--- config.mk ---
export PLATFORM = sky130hd
export DESIGN_NAME = aas_top
export DESIGN_NICKNAME = d
export VERILOG_FILES = /design/src/shared/aas_pkg.sv /design/src/rtl/aas_cycles.sv /design/src/rtl/aas_top.sv
export SDC_FILE = /design/constraint.sdc
export NUM_CORES = 1
export LEC_CHECK = 0
export BUFFER_PORTS_ARGS = -buffer_cell sky130_fd_sc_hd__buf_4
export CAP_MARGIN = 20
export CORE_MARGIN = 10
export CORE_UTILIZATION = 38
export CTS_CLUSTER_DIAMETER = 80
export DETAILED_ROUTE_END_ITERATION = 10
export SETUP_SLACK_MARGIN = 0.5
export SLEW_MARGIN = 30
export SYNTH_ARGS = -nofsm -noshare
export SYNTH_HDL_FRONTEND = slang
export SYNTH_HIERARCHICAL = 1
export SYNTH_SLANG_ARGS = --single-unit
--- constraint.sdc ---
create_clock -name pclk -period 8 [get_ports pclk]
set_input_delay 0.4 -clock pclk [delete_from_list [all_inputs] [get_ports pclk]]
set_output_delay 0.4 -clock pclk [all_outputs]
set_load 0.02 [all_outputs]
--- src/shared/aas_pkg.sv ---
/*
 package for the accumulator add-with-shift datapath: modes, memory
 placements, apb map, field positions, reset values, cycle figures.
 assumes a single 10 MHz pclk domain.
*/
package aas_pkg;

    // addressing forms
    typedef enum logic [1:0]
    {
        AAS_FORM_DIRECT  = 2'b00,
        AAS_FORM_SHORT   = 2'b01,
        AAS_FORM_LONG    = 2'b10,
        AAS_FORM_NONE    = 2'b11
    } aas_form_type;

    // memory placement
    typedef enum logic [1:0]
    {
        AAS_MEM_ROM      = 2'b00,
        AAS_MEM_DUAL     = 2'b01,
        AAS_MEM_SINGLE   = 2'b10,
        AAS_MEM_EXT      = 2'b11
    } aas_mem_type;

    // execution states
    typedef enum logic [1:0]
    {
        AAS_ST_IDLE      = 2'b00,
        AAS_ST_WAIT      = 2'b01,
        AAS_ST_DONE      = 2'b10
    } aas_state_type;

    // apb register offsets
    localparam logic [11:0] AAS_OFS_CTRL   = 12'h000;
    localparam logic [11:0] AAS_OFS_STATUS = 12'h004;
    localparam logic [11:0] AAS_OFS_ACC    = 12'h008;
    localparam logic [11:0] AAS_OFS_WAIT   = 12'h00c;

    // control fields
    localparam int AAS_CTRL_SIGN_BIT = 0;
    localparam int AAS_CTRL_SAT_BIT  = 1;
    // status fields
    localparam int AAS_ST_CARRY_BIT = 0;
    localparam int AAS_ST_OV_BIT    = 1;
    localparam int AAS_ST_BUSY_BIT  = 2;
    // wait-state register fields
    localparam int AAS_WAIT_P_LSB   = 0;
    localparam int AAS_WAIT_D_LSB   = 8;

    // reset values
    localparam logic [31:0] AAS_ACC_RST   = 32'h0000_0000;
    localparam logic [1:0]  AAS_CTRL_RST  = 2'h0;
    localparam logic [7:0]  AAS_WAIT_RST  = 8'h00;

    // shift giving carry-only-set behaviour
    localparam logic [4:0]  AAS_SHIFT_CARRY_HOLD = 5'h10;

    // base cycle figures
    localparam logic [15:0] AAS_CYC_ONE = 16'h0001;
    localparam logic [15:0] AAS_CYC_TWO = 16'h0002;

endpackage : aas_pkg

--- src/rtl/aas_cycles.sv ---
/*
 cycle-count calculator for one add, single or repeated.
 assumes p and d are external wait figures supplied by software.
*/
`timescale 1ns/1ps
module aas_cycles
import aas_pkg::*;
(
    // instruction shape
    input  wire aas_pkg::aas_form_type form,
    input  wire aas_pkg::aas_mem_type  prog_mem,
    input  wire aas_pkg::aas_mem_type  opnd_mem,
    input  wire logic                  same_block,
    input  wire logic [7:0]            rpt_count,
    // wait figures
    input  wire logic [7:0]            wait_p,
    input  wire logic [7:0]            wait_d,
    // result
    output logic [15:0]                cycles
);
    import aas_pkg::*;

    logic [15:0] n;
    logic [15:0] p;
    logic [15:0] d;
    logic        repeat_next_instruction;
    logic        pext;
    logic        dext;

    assign n    = {8'h00, rpt_count} + AAS_CYC_ONE;
    assign p    = {8'h00, wait_p};
    assign d    = {8'h00, wait_d};
    assign repeat_next_instruction  = rpt_count != 8'h00;
    assign pext = prog_mem == AAS_MEM_EXT;
    assign dext = opnd_mem == AAS_MEM_EXT;

    always_comb
    begin
        cycles = AAS_CYC_ONE;
        unique case (form)
            AAS_FORM_SHORT:
                cycles = pext ? AAS_CYC_ONE + p : AAS_CYC_ONE;
            AAS_FORM_LONG:
                cycles = pext ? AAS_CYC_TWO + p + p : AAS_CYC_TWO;
            AAS_FORM_DIRECT:
            begin
                if (!repeat_next_instruction)
                begin
                    if (pext && dext)
                        cycles = AAS_CYC_TWO + d + p;
                    else if (dext)
                        cycles = AAS_CYC_ONE + d;
                    else if (pext)
                        cycles = AAS_CYC_ONE + p;
                    else if (same_block && prog_mem == AAS_MEM_SINGLE
                             && opnd_mem == AAS_MEM_SINGLE)
                        cycles = AAS_CYC_TWO;
                    else
                        cycles = AAS_CYC_ONE;
                end
                else
                begin
                    if (pext && dext)
                        cycles = 16'((n + AAS_CYC_ONE + p)
                                 + 16'(n * d));
                    else if (dext)
                        cycles = 16'(n + n * d);
                    else if (pext)
                        cycles = n + p;
                    else if (same_block && prog_mem == AAS_MEM_SINGLE
                             && opnd_mem == AAS_MEM_SINGLE)
                        cycles = n + AAS_CYC_ONE;
                    else
                        cycles = n;
                end
            end
            default:
                cycles = AAS_CYC_ONE;
        endcase
    end

endmodule : aas_cycles

--- src/rtl/aas_top.sv ---
/*
 accumulator add-with-shift datapath with apb control/status registers.
 assumes the decoder gives one start pulse per add with operand stable
 until done; in direct form repeat count adds n = rpt_count+1 times.
*/
// Functional notes
//- operand shifts left, zero fill low, high fill by sign mode.
//- the sum replaces the accumulator, except on overflow in saturation mode.
//- short immediate ignores sign mode and is zero extended.
//- for shifts other than 16, carry equals the carry out.
//- for a shift of 16, carry is only set, never cleared.
//- single direct add takes 1, 2, 1+p, 1+d or 2+d+p cycles.
//- repeated add takes n, n+1, n+p, n+nd or n+1+p+nd cycles.
//- short immediate takes 1 or 1+p cycles.
//- long immediate takes 2 or 2+2p cycles.
`timescale 1ns/1ps
module aas_top
import aas_pkg::*;
(
    // clock and reset
    input  wire logic                  pclk,
    input  wire logic                  presetn,
    // apb slave
    input  wire logic                  psel,
    input  wire logic                  penable,
    input  wire logic                  pwrite,
    input  wire logic [11:0]           paddr,
    input  wire logic [31:0]           pwdata,
    output logic [31:0]                prdata,
    output logic                       pready,
    output logic                       pslverr,
    // decoder request
    input  wire logic                  start,
    input  wire aas_pkg::aas_form_type form,
    input  wire logic [15:0]           operand,
    input  wire logic [3:0]            shift,
    input  wire logic                  shift16,
    input  wire logic [7:0]            rpt_count,
    input  wire aas_pkg::aas_mem_type  prog_mem,
    input  wire aas_pkg::aas_mem_type  opnd_mem,
    input  wire logic                  same_block,
    // results
    output logic                       busy,
    output logic                       done,
    output logic [31:0]                accumulator,
    output logic                       carry_flag,
    output logic                       overflow_flag
);
    import aas_pkg::*;

    aas_state_type state_r;
    logic [31:0]   acc_r;
    logic          carry_r;
    logic          ov_r;
    logic          sign_mode_r;
    logic          sat_mode_r;
    logic [7:0]    wait_p_r;
    logic [7:0]    wait_d_r;
    logic [15:0]   cnt_r;
    logic [15:0]   cycles;
    logic [8:0]    adds_r;
    logic          done_r;
    aas_form_type  form_r;
    logic [15:0]   opnd_r;
    logic [4:0]    sh_r;
    logic [31:0]   shifted;
    logic [32:0]   sum;
    logic          sov;
    logic [31:0]   acc_nxt;
    logic          carry_nxt;
    logic          fire;
    logic          apb_wr;
    logic          hit;

    function automatic logic [31:0] shl_ext(input logic [15:0] v,
                                            input logic [4:0] s,
                                            input logic       sx);
        logic [31:0] e;
        e = sx ? {{16{v[15]}}, v} : {16'h0000, v};
        return e << s;
    endfunction : shl_ext

    aas_cycles u_cycles
    (
        .form       (form),
        .prog_mem   (prog_mem),
        .opnd_mem   (opnd_mem),
        .same_block (same_block),
        .rpt_count  (rpt_count),
        .wait_p     (wait_p_r),
        .wait_d     (wait_d_r),
        .cycles     (cycles)
    );

    assign fire = start && state_r == AAS_ST_IDLE;

    assign shifted = (form_r == AAS_FORM_SHORT)
                     ? {16'h0000, opnd_r}
                     : shl_ext(opnd_r, sh_r, sign_mode_r);
    assign sum = {1'b0, acc_r} + {1'b0, shifted};
    assign sov = (acc_r[31] == shifted[31]) && (sum[31] != acc_r[31]);

    always_comb
    begin
        acc_nxt = sum[31:0];
        if (sov && sat_mode_r)
            acc_nxt = acc_r[31] ? 32'h8000_0000 : 32'h7fff_ffff;
        if (sh_r == AAS_SHIFT_CARRY_HOLD && form_r != AAS_FORM_SHORT)
            carry_nxt = carry_r | sum[32];
        else
            carry_nxt = sum[32];
    end

    // sequencing
    always_ff @(posedge pclk or negedge presetn)
    begin
        if (!presetn)
        begin
            state_r <= AAS_ST_IDLE;
            cnt_r   <= 16'h0000;
            adds_r  <= 9'h000;
            form_r  <= AAS_FORM_NONE;
            opnd_r  <= 16'h0000;
            sh_r    <= 5'h00;
            done_r  <= 1'b0;
        end
        else
        begin
            done_r <= 1'b0;
            unique case (state_r)
                AAS_ST_IDLE:
                    if (fire)
                    begin
                        cnt_r   <= cycles;
                        adds_r  <= {1'b0, rpt_count} + 9'h001;
                        form_r  <= form;
                        opnd_r  <= operand;
                        sh_r    <= shift16 ? AAS_SHIFT_CARRY_HOLD
                                           : {1'b0, shift};
                        state_r <= AAS_ST_WAIT;
                    end
                AAS_ST_WAIT:
                begin
                    cnt_r <= cnt_r - 16'h0001;
                    if (cnt_r == AAS_CYC_ONE)
                    begin
                        done_r  <= 1'b1;
                        state_r <= AAS_ST_IDLE;
                    end
                end
                default:
                    state_r <= AAS_ST_IDLE;
            endcase
        end
    end

    // accumulate: repeats add once per cycle, leftover cycles stall
    always_ff @(posedge pclk or negedge presetn)
    begin
        if (!presetn)
        begin
            acc_r   <= AAS_ACC_RST;
            carry_r <= 1'b0;
            ov_r    <= 1'b0;
        end
        else if (apb_wr && paddr == AAS_OFS_ACC)
            acc_r <= pwdata;
        else if (apb_wr && paddr == AAS_OFS_STATUS)
        begin
            carry_r <= pwdata[AAS_ST_CARRY_BIT];
            ov_r    <= pwdata[AAS_ST_OV_BIT];
        end
        else if (state_r == AAS_ST_WAIT && cnt_r <= {7'h00, adds_r})
        begin
            acc_r   <= acc_nxt;
            carry_r <= carry_nxt;
            if (sov)
                ov_r <= 1'b1;
        end
    end

    // apb control registers
    assign apb_wr = psel && penable && pwrite;
    always_ff @(posedge pclk or negedge presetn)
    begin
        if (!presetn)
        begin
            sign_mode_r <= AAS_CTRL_RST[AAS_CTRL_SIGN_BIT];
            sat_mode_r  <= AAS_CTRL_RST[AAS_CTRL_SAT_BIT];
            wait_p_r <= AAS_WAIT_RST;
            wait_d_r <= AAS_WAIT_RST;
        end
        else if (apb_wr && paddr == AAS_OFS_CTRL)
        begin
            sign_mode_r <= pwdata[AAS_CTRL_SIGN_BIT];
            sat_mode_r  <= pwdata[AAS_CTRL_SAT_BIT];
        end
        else if (apb_wr && paddr == AAS_OFS_WAIT)
        begin
            wait_p_r <= pwdata[AAS_WAIT_P_LSB +: 8];
            wait_d_r <= pwdata[AAS_WAIT_D_LSB +: 8];
        end
    end

    assign hit = paddr == AAS_OFS_CTRL || paddr == AAS_OFS_STATUS
              || paddr == AAS_OFS_ACC || paddr == AAS_OFS_WAIT;
    assign pready  = 1'b1;
    assign pslverr = psel && penable && !hit;

    always_comb
    begin
        prdata = 32'h0000_0000;
        unique case (paddr)
            AAS_OFS_CTRL:
            begin
                prdata[AAS_CTRL_SIGN_BIT] = sign_mode_r;
                prdata[AAS_CTRL_SAT_BIT]  = sat_mode_r;
            end
            AAS_OFS_STATUS:
            begin
                prdata[AAS_ST_CARRY_BIT] = carry_r;
                prdata[AAS_ST_OV_BIT]    = ov_r;
                prdata[AAS_ST_BUSY_BIT]  = busy;
            end
            AAS_OFS_ACC:
                prdata = acc_r;
            AAS_OFS_WAIT:
                prdata = {16'h0000, wait_d_r, wait_p_r};
            default:
                prdata = 32'h0000_0000;
        endcase
    end

    assign busy          = state_r != AAS_ST_IDLE;
    assign done          = done_r;
    assign accumulator   = acc_r;
    assign carry_flag    = carry_r;
    assign overflow_flag = ov_r;

    a_carry_hold:
    assert property (@(posedge pclk) disable iff (!presetn)
        (carry_r && state_r == AAS_ST_WAIT && sh_r == AAS_SHIFT_CARRY_HOLD
         && form_r != AAS_FORM_SHORT && !apb_wr) |=> carry_r)
        else $error("carry cleared on shift of 16");
    a_carry_follow:
    assert property (@(posedge pclk) disable iff (!presetn)
        (state_r == AAS_ST_WAIT && cnt_r == AAS_CYC_ONE && !apb_wr
         && sh_r != AAS_SHIFT_CARRY_HOLD) |=> carry_r == $past(sum[32]))
        else $error("carry does not follow carry out");
    a_sum_write:
    assert property (@(posedge pclk) disable iff (!presetn)
        (state_r == AAS_ST_WAIT && cnt_r == AAS_CYC_ONE && !apb_wr && !sov)
        |=> acc_r == $past(sum[31:0]))
        else $error("accumulator not replaced by sum");
    a_short_zero:
    assert property (@(posedge pclk) disable iff (!presetn)
        form_r == AAS_FORM_SHORT |-> shifted[31:16] == 16'h0000)
        else $error("short operand extended");
    a_sat_value:
    assert property (@(posedge pclk) disable iff (!presetn)
        (state_r == AAS_ST_WAIT && cnt_r == AAS_CYC_ONE && !apb_wr
         && sov && sat_mode_r) |=> ov_r && (acc_r == 32'h7fff_ffff
                                           || acc_r == 32'h8000_0000))
        else $error("no saturation on overflow");
    a_single_one:
    assert property (@(posedge pclk) disable iff (!presetn)
        (fire && form == AAS_FORM_DIRECT && rpt_count == 8'h00
         && prog_mem == AAS_MEM_ROM && opnd_mem == AAS_MEM_DUAL)
        |=> !done ##1 done)
        else $error("single on-chip add not one cycle");
    a_rpt_n:
    assert property (@(posedge pclk) disable iff (!presetn)
        (fire && form == AAS_FORM_DIRECT && rpt_count == 8'h02
         && prog_mem == AAS_MEM_ROM && opnd_mem == AAS_MEM_DUAL)
        |=> !done ##1 !done ##1 !done ##1 done)
        else $error("repeat of three not three cycles");
    a_long_two:
    assert property (@(posedge pclk) disable iff (!presetn)
        (fire && form == AAS_FORM_LONG && prog_mem == AAS_MEM_ROM)
        |=> !done ##1 !done ##1 done)
        else $error("long immediate not two cycles");
    a_short_one:
    assert property (@(posedge pclk) disable iff (!presetn)
        (fire && form == AAS_FORM_SHORT && prog_mem != AAS_MEM_EXT)
        |=> !done ##1 done)
        else $error("short immediate not one cycle");
    a_shift_fill:
    assert property (@(posedge pclk) disable iff (!presetn)
        (form_r != AAS_FORM_SHORT && sh_r >= 5'h04)
        |-> shifted[3:0] == 4'h0)
        else $error("low bits not zero filled");

    c_shift16: cover property (@(posedge pclk) fire && shift16);
    c_repeat: cover property (@(posedge pclk) fire && rpt_count != 8'h00);
    c_saturate: cover property (@(posedge pclk) sov && sat_mode_r);

endmodule : aas_top

Word-level counts from Yosys, hierarchy flattened
Cells that the tools add are included.
Storage, ports and cells
  input port bits: 86
  register bits after elaboration: 103
  logic and storage cells: 125
  output and inout port bits: 70
Cells by class
  eq/ne operators: 19
  multiplexer cells: 36
  bitwise gates (word level): 3
  magnitude comparators: 1
  reductions and logical operators: 35
  $add $sub $neg: 15
  multipliers: 1
  shift-type cells: 1
Operators with widths (count)
  $mux W32: 7
  $mux W16: 11
  $add A16 B8 Y16: 4
  $pmux W29 S2: 1
  $pmux W16 S3: 1
  $add A32 B32 Y33: 1
  $add A16 B16 Y16: 2
  $pmux W16 S2: 1
  $shl A32 B5 Y32: 1
  $eq A12 B4 Y1 const B: 2
  $add A1 B8 Y9 const A: 2
  $add A2 B8 Y9 const A: 2
  $add A8 B1 Y9 const B: 2
  $add A16 B1 Y16 const B: 1
  $eq A16 B1 Y1 const B: 1
  $le A16 B9 Y1: 1
  $mul A16 B8 Y16: 1
  $sub A16 B1 Y16 const B: 1
  $logic_and A1 B1 Y1: 15
  $eq A12 B3 Y1 const B: 1
  $logic_not A12 Y1: 1
  $reduce_and A2 Y1: 6
  $eq A2 B2 Y1 const B: 5
  $reduce_bool A2 Y1: 5
  19 further kinds: 36

Logic depth before layout (Yosys ltp)
Gate-level depths: netlist of run 1.
  word-level depth: 11
  depth in mapped cells: 30
  mapped depth without buffers: 27

Cells and area by module
The synthesis of run 1 kept the hierarchy.
By module, submodules not included
  aas_top: sequential area each 2555.0 um^2, times used 1, area each 8663.3 um^2, cells each 1022
  aas_cycles: sequential area each 0.0 um^2, times used 1, area each 5602.9 um^2, cells each 738

Worst setup path before layout of run 1
No wires, ideal clock.
  kind: in2reg
  from: input port rpt_count[0]
  to: register cnt_r[14]
  stages on the path: 27
  buffers on the path: 3
  path slack: 1.154 ns
  data arrival time: 6.710 ns
  cell sequence: buf_2 clkbuf_1 inv_1 ha_1 clkbuf_1 nand2_1 fa_1 fa_1 inv_1 fa_1 inv_1 fa_1 inv_1 ha_1 xor2_1 fa_1 inv_1 ha_1 or2_2 o31ai_1 o31ai_1 a211oi_1 and4bb_2 xnor2_1 nor2_1 mux2i_1 o21ai_0
On the way
  longest elaborated chain between the ends: 10
RTL lines
  from (decl): line aas_top.sv:38  | input wire logic [7:0] rpt_count,
  parallel branches: the longest is 6 deep, another holds $mul A16 B8 Y16
  $mux W16 (*): line aas_cycles.sv:47  | if (!repeat_next_instruction)
  $pmux W16 S3 (*): line aas_cycles.sv:40  | unique case (form)
  via cycles[14]: line aas_top.sv:60  | logic [15:0] cycles;
  $mux W16 (*): line aas_top.sv:132  | if (fire)
  $pmux W16 S2 (*): line aas_top.sv:130  | unique case (state_r)
  to (signal assigned): line aas_top.sv:134  | cnt_r <= cycles;
  to (signal assigned): line aas_top.sv:144  | cnt_r <= cnt_r - 16'h0001;
  to (decl): line aas_top.sv:59  | logic [15:0] cnt_r;
Mark *: on every way through the listed nets, which the timed path passes. The select of a mux whose other input is x is not followed.
A chain may end at the register's enable or synchronous reset.

Worst setup path in the final report of run 1
  from: input port rpt_count[0]
  to: register cnt_r[15]
Same word-level chain as after synthesis.

==> results of run 1 <==
## logic make-up (layout without fill, tap and decap cells)
group / Yosys count / count (layout) / synth area share [%]
AOI/OAI and AO/OA: 458 / 458 / 22.2
xor gates and xnor gates: 105 / 105 / 6.45
adders and majority gates: 182 / 182 / 18.8
buffers and inverters: 187 / 288 / 5.38
DFF: 102 / 102 / 17.9
muxes: 98 / 98 / 7.47
other: 2 / 2 / 0.0526
and+or+nand+nor: 626 / 626 / 21.8
## worst paths after layout
path	start	endpoint	depth (start not counted)
worst min-delay path	pwdata[30]	accumulator[30]	3
max in group asynchronous	presetn	cnt_r[9]	3
worst min register to register	adds_r[8]	adds_r[8]	2
worst max-delay path	rpt_count[0]	cnt_r[15]	23
min in group asynchronous	presetn	accumulator[22]	2
worst max register to register	wait_d_r[2]	cnt_r[15]	25
## sequential cells by signal, indices dropped and copies added (netlist names)
name,count
accumulator,32
opnd_r,16
adds_r,9
wait_p_r,8
overflow_flag,1
done,1
sh_r,5
form_r,2
sat_mode_r,1
wait_d_r,8
carry_flag,1
cnt_r,16
state_r,1
sign_mode_r,1
## report_power, final
group	internal [W]	switching (W)
Sequential	0.000631	0.000242
Clock	0.000276	0.000212
Combinational	0.000809	0.00120
## routing by layer
metal | vias up | wire [um]
met1 | 6770 | 22900
met3 | 79 | 3080
met2 | 501 | 23700
met5 | - | 20
li1 | 6511 | -
met4 | 2 | 1240
## worst register-to-register path: cells and delay by family, from the launching register on
kind	cells	cell delay [ns]
adders and majority gates	7	2.54
AOI/OAI and AO/OA	8	1.83
DFF	1	0.84
and+or+nand+nor	5	0.71
buffers and inverters	4	0.20
xor gates and xnor gates	1	0.18
## per-stage QoR
stage / hold WS [ns] / instances / total power, W / util [%]
after global routing: 0.242 / 2329 / 0.00361 / 43.8
after CTS: 0.229 / 2329 / 0.00336 / 43.7
after floorplan: 0.104 / 1760 / 0.00220 / -
after global placement: 0.397 / 2312 / 0.00283 / 42.9
after detailed placement: 0.403 / 2312 / 0.00285 / 42.9
final: 0.244 / 2329 / 0.00337 / 43.8
## layout by cell type (no fill, tap or decap), types with 36 or more instances in the layout
cell      count
o21ai_0      90
buf_4       176
nand2_1     165
mux2i_1      48
ha_1        128
nand3_1      44
mux2_2       48
xnor2_1      56
xor2_1       49
nor2_1      154
a21oi_1     121
and2_1       68
fa_1         54
inv_1        93
nor3_1       53
dfrtp_1      98
a211oi_1     36
## area by class of cell
class	count	share of cell area, %
multi-input cells	1471	68.1
inverters	95	2.22
flip-flops and latches	102	15.9
clock inverters	4	0.459
clock buffers	12	1.47
well taps	468	3.64
repair buffers	177	8.27
==> impl_results.md, run 1 <==
- Max Cap Viol: 0
- Flop and latch count out of synthesis: 102
- Kind of critical path: input port to flip-flop
- Clock Sinks: 102
- CTS tree: built
- DP HPWL: 40.7 mm
- Slew headroom: 39.4%
- Clock Tree Root: clkbuf_16
- Post-synth top area share: 17.5%
- Routing usage on met3: 3.66%
- Status: complete, no violations
- Critical path's top delay family: adder cells
- Vias in the first global route: 13300
- Die Width: 214 um
- Hold Vio Cnt, Final: 0
- Critical-path cell with the highest stage delay: a2111oi_0
- Count of different cell masters after synthesis: 99
- Total gr overflow: 0
- Top FF cell, synth: dfrtp_1
- Worst path most repeated cell: fa_1
- Clock Skew: 0.00976 ns
- Ranking of synthesized cells by area: dfrtp_1 (18%), ha_1 (11%), fa_1 (7.6%)
- Pwr dens: 210 nW/um2
- Filler cells: 3716
- Met2 Resource Use GR: 35.6%
- Initial Utilization: 38.8%
- Max Freq: 0.149 GHz
- M1 GR Usage: 29.7%
- Post-synth top area cell: dfrtp_1
- Syn. warnings: 6
- GPL Wtd Cong: 0.980
- Initial antenna violation count: 1
- Detail Route Antenna Nets: 0
- Vias: 13900
- Pin count of the biggest net entering global routing: 65
- DRT iter0 DRCs: 1168
- First-pass GRT wire length: 78.1 mm
- Layout cells sized above 1: 16.2%
- Crit start category: input port
- Vias/cell: 5.95
- CP required: 8.24 ns
- Core region area: 36800 um2
- Num CTS Buffers: 9
- # rows: 70
- Placed inst area: 15800 um2
- Tmin final: 6.72 ns
- R2R setup slack: 1.58 ns
- Post-synth EDFFs: 0
- CTS Buffer Depth: 2
- Detailed-route wire length per cell: 21.9 um
- Area Growth Syn to Fin: 12.8%
- Post_cts resized: 0
- Global routing's busiest layer: met2
- Post-Place Setup Slack: 0.914 ns
- Final Cell Area: 16100 um2
- Hold Path Class: input port to flip-flop
- Crit. End Element: flip-flop
- Async set-or-reset flop fraction in the synthesized netlist: 100%
- Worst-case vdd ir drop: 0.180 mV
- Clk Latency, worst-skew pair: 0.38 ns
- FF/Latch Area: 2560 um2
- Cells along the critical path: buf_4 -> inv_1 -> ha_1 -> and2_1 -> fa_1 -> fa_1 -> inv_1 -> fa_1 -> fa_1 -> inv_1 -> ha_1 -> xnor2_1 -> fa_1 -> ha_1 -> o21a_1 -> a2111oi_0 -> or3_1 -> a21oi_1 -> o211a_1 -> a21oi_1 -> nor3b_1 -> a211oi_1 -> a21oi_1
- RSZ-0062 raised after global routing: no
- Buffer and inverter count on the worst path: 4
- I/O pins: 156
- Post-Syn Area: 14300 um2
- TNS Setup: 0 ns
- Net count after synthesis: 2028
- Nets: 2124
- Routed WL: 51.0 mm
- Synthesized netlist cell count: 1760
- Number of port buffers: 154
- DRC violations left: 0
- Worst-Margin Slew: 0.909 ns
- Mapped Avg Cell Area: 8.11 um2
- CTS HTree Levels: 3
- Static Leak: 7.44 nW
- Max stage delay on crit path: 0.57 ns
- Final setup fails: 0
- Multi-input logic area: 11000 um2
- Synth top cells by count: nand2_1 (165), nor2_1 (155), ha_1 (128)
- Count leader, synth: nand2_1
- Die Footprint: 45700 um2
- Setup repair bufs after CTS: 0
- Critical path peak fanout: 23
- Antenna diodes: 0
- Critical path data arrival time: 6.96 ns
- Final slew viol count: 0
- Total iterations of the first detailed-routing run: 5
- Hold_buf cts: 1
- Setup ws final: 1.28 ns
- Chip Height: 214 um
- Register area share after synthesis: 17.9%
- Final period util: 84.0%
- GRT Overall Usage: 22.0%
- Clock Pin Slew Worst Setup and Hold Paths: 0.07 ns
Power figures use the tool's default switching activity.
==> run 2, diff against run 1 <==
==> constraint.sdc (replaced) <==
create_clock -name pclk -period 6.9 [get_ports pclk]
set_input_delay 0.345 -clock pclk [delete_from_list [all_inputs] [get_ports pclk]]
set_output_delay 0.345 -clock pclk [all_outputs]
set_load 0.02 [all_outputs]
==> impl_results.md, run 2 (synthesis gave the netlist of run 1 again) <==
- Final Cell Area: 16400 um2 (+2.0%)
- Final slew viol count: 0 (unchanged)
- Slew headroom: 39.4% (about the same)
- CTS HTree Levels: 3 (unchanged)
- Die Width: 214 um (unchanged)
- Crit start category: input port
- Kind of critical path: input port to flip-flop
- Post-layout util: 44.6% (+0.89 points)
- CTS Buffer Depth: 2 (unchanged)
- Detail Route Antenna Nets: 0 (unchanged)
- Most frequent cells in the layout: buf_4 (201), nand2_1 (165), nor2_1 (154)
- DRT iter0 DRCs: 1268 (+8.6%)
- Number of port buffers: 154 (unchanged)
- Total iterations of the first detailed-routing run: 5 (unchanged)
- Tmin final: 6.15 ns
- I/O pins: 156 (unchanged)
- CTS tree: built
- Multi-input logic area: 11100 um2 (+1.2%)
- Clock Pin Slew Worst Setup and Hold Paths: 0.09 ns (+0.02 ns)
- Static Leak: 7.57 nW (+1.8%)
- Filler cells: 3748 (+0.86%)
- Pwr dens: 237 nW/um2 (+13%)
- Core region area: 36800 um2 (unchanged)
- FF/Latch Area: 2560 um2 (about the same)
- Initial Utilization: 38.8% (unchanged)
- Placed inst area: 15900 um2 (+1.0%)
- Clk Latency, worst-skew pair: 0.38 ns (about the same)
- Max reg flops: 32 (unchanged)
- Vias: 14000 (+1.2%)
- Final setup fails: 0 (unchanged)
- Pin count of the biggest net entering global routing: 61 (-6.2%)
- DP HPWL: 42.4 mm (+4.3%)
- Routed WL: 53.1 mm (+4.1%)
- First-pass GRT wire length: 81.2 mm (+3.9%)
- Hold Path Class: input port to flip-flop
- Initial antenna violation count: 2 (+1)
- RSZ-0062 raised after global routing: yes
- Worst-case vdd ir drop: 0.184 mV (+2.3%)
- GPL Wtd Cong: 0.963 (-1.8%)
- Commonest non-fill, non-tap cell in the layout: buf_4
- Nets: 2152 (+1.3%)
- DRC violations left: 0 (unchanged)
- Detailed-route wire length per cell: 22.5 um (+2.9%)
- Critical path data arrival time: 6.40 ns (-0.56 ns)
- Area Growth Syn to Fin: 15.1%
- Chip Height: 214 um (unchanged)
- Num CTS Buffers: 9 (unchanged)
- Crit. End Element: flip-flop
- Hold Vio Cnt, Final: 0 (unchanged)
- R2R setup slack: 0.81 ns (-0.77 ns)
- Final period util: 89.2%
- Clock Skew: 0.0241 ns (+0.0143 ns)
- Clock Sinks: 102 (unchanged)
- Layout cells sized above 1: 18.5% (+2.3 points)
- Total gr overflow: 0 (unchanged)
- Status: complete, no violations
- CP required: 7.15 ns (-1.09 ns)
- Clock Tree Root: clkbuf_16
- Max Cap Viol: 0 (unchanged)
- GRT Overall Usage: 22.8% (+0.82 points)
- Die Footprint: 45700 um2 (unchanged)
- Vias in the first global route: 13700 (+3.1%)
- Worst-Margin Slew: 0.909 ns (+0.00000173 ns)
- # rows: 70 (unchanged)
- Vias/cell: 5.95 (about the same)
- Critical path peak fanout: 14 (-39%)
- Antenna diodes: 0 (unchanged)
- Max Freq: 0.163 GHz
- TNS Setup: 0 ns (unchanged)
-- run 2: worst paths after layout --
path / startpoint / end / depth (start not counted)
hold / removal: pwdata[30] / accumulator[30] / 3
setup reg to reg: wait_d_r[4] / cnt_r[14] / 20
max in group asynchronous: presetn / wait_p_r[2] / 3
hold reg to reg: adds_r[7] / adds_r[7] / 2
setup / recovery: rpt_count[1] / cnt_r[14] / 24
min in group asynchronous: presetn / accumulator[22] / 2
-- run 2: layout make-up --
class	instances	share of cell area, %
well taps	468	3.57
clock buffers	9	1.37
inverters	95	2.19
repair buffers	205	9.45
clock inverters	7	0.389
multi-input cells	1471	67.5
flip-flops and latches	102	15.6
-- run 2: per-layer routing --
metal	wire length (um)	global-route usage, %
met5	34	0
met4	1820	7.90
met3	2930	3.69
met2	25300	38.1
met1	23000	29.3
-- run 2: metrics by stage --
| stage | instances | total power (W) | setup slack, ns | hold slack [ns] |
|---|---|---|---|---|
| 6_report | 2357 | 0.00390 | 0.747 | 0.182 |
| 5_1_grt | 2357 | 0.00417 | 0.493 | 0.177 |
| 4_1_cts | 2349 | 0.00387 | 0.524 | 0.166 |
| 3_5_place_dp | 2332 | 0.00332 | 0.0883 | 0.368 |
| 3_3_place_gp | 2332 | 0.00331 | 0.140 | 0.365 |
| 2_1_floorplan | 1760 | 0.00255 | 0.499 | 0.0494 |
-- run 2: power breakdown --
part / internal [W] / switching, W / total [W]
combinational: 0.000953 / 0.00142 / 0.00237
clock: 0.000253 / 0.000278 / 0.000531
sequential: 0.000731 / 0.000262 / 0.000993
-- run 2: timing repair --
action / 4_1_cts / 5_1_grt
pin swaps: 0 / 5
hold buffers: 1 / 0
setup endpoints to repair: 1 / 9
setup buffers: 0 / 8
resized for setup: 1 / 23
gates cloned: 0 / 0
endpoints found under the hold margin: 40 / 0
-- run 2: critical path: stages --
cell and delay, ns:
buf_4 0.15, ha_4 0.19, xor2_1 0.16, buf_6 0.16, and2_1 0.17, fa_1 0.40, fa_1 0.51, ha_1 0.29
inv_1 0.05, fa_1 0.53, inv_1 0.05, ha_1 0.36, xor2_1 0.39, fa_1 0.49, ha_1 0.37, o21a_1 0.16
a2111oi_2 0.44, o31ai_2 0.17, a211oi_2 0.30, and4bb_2 0.28, xnor2_1 0.15, nor2_1 0.06, mux2i_1 0.15, o21ai_1 0.08
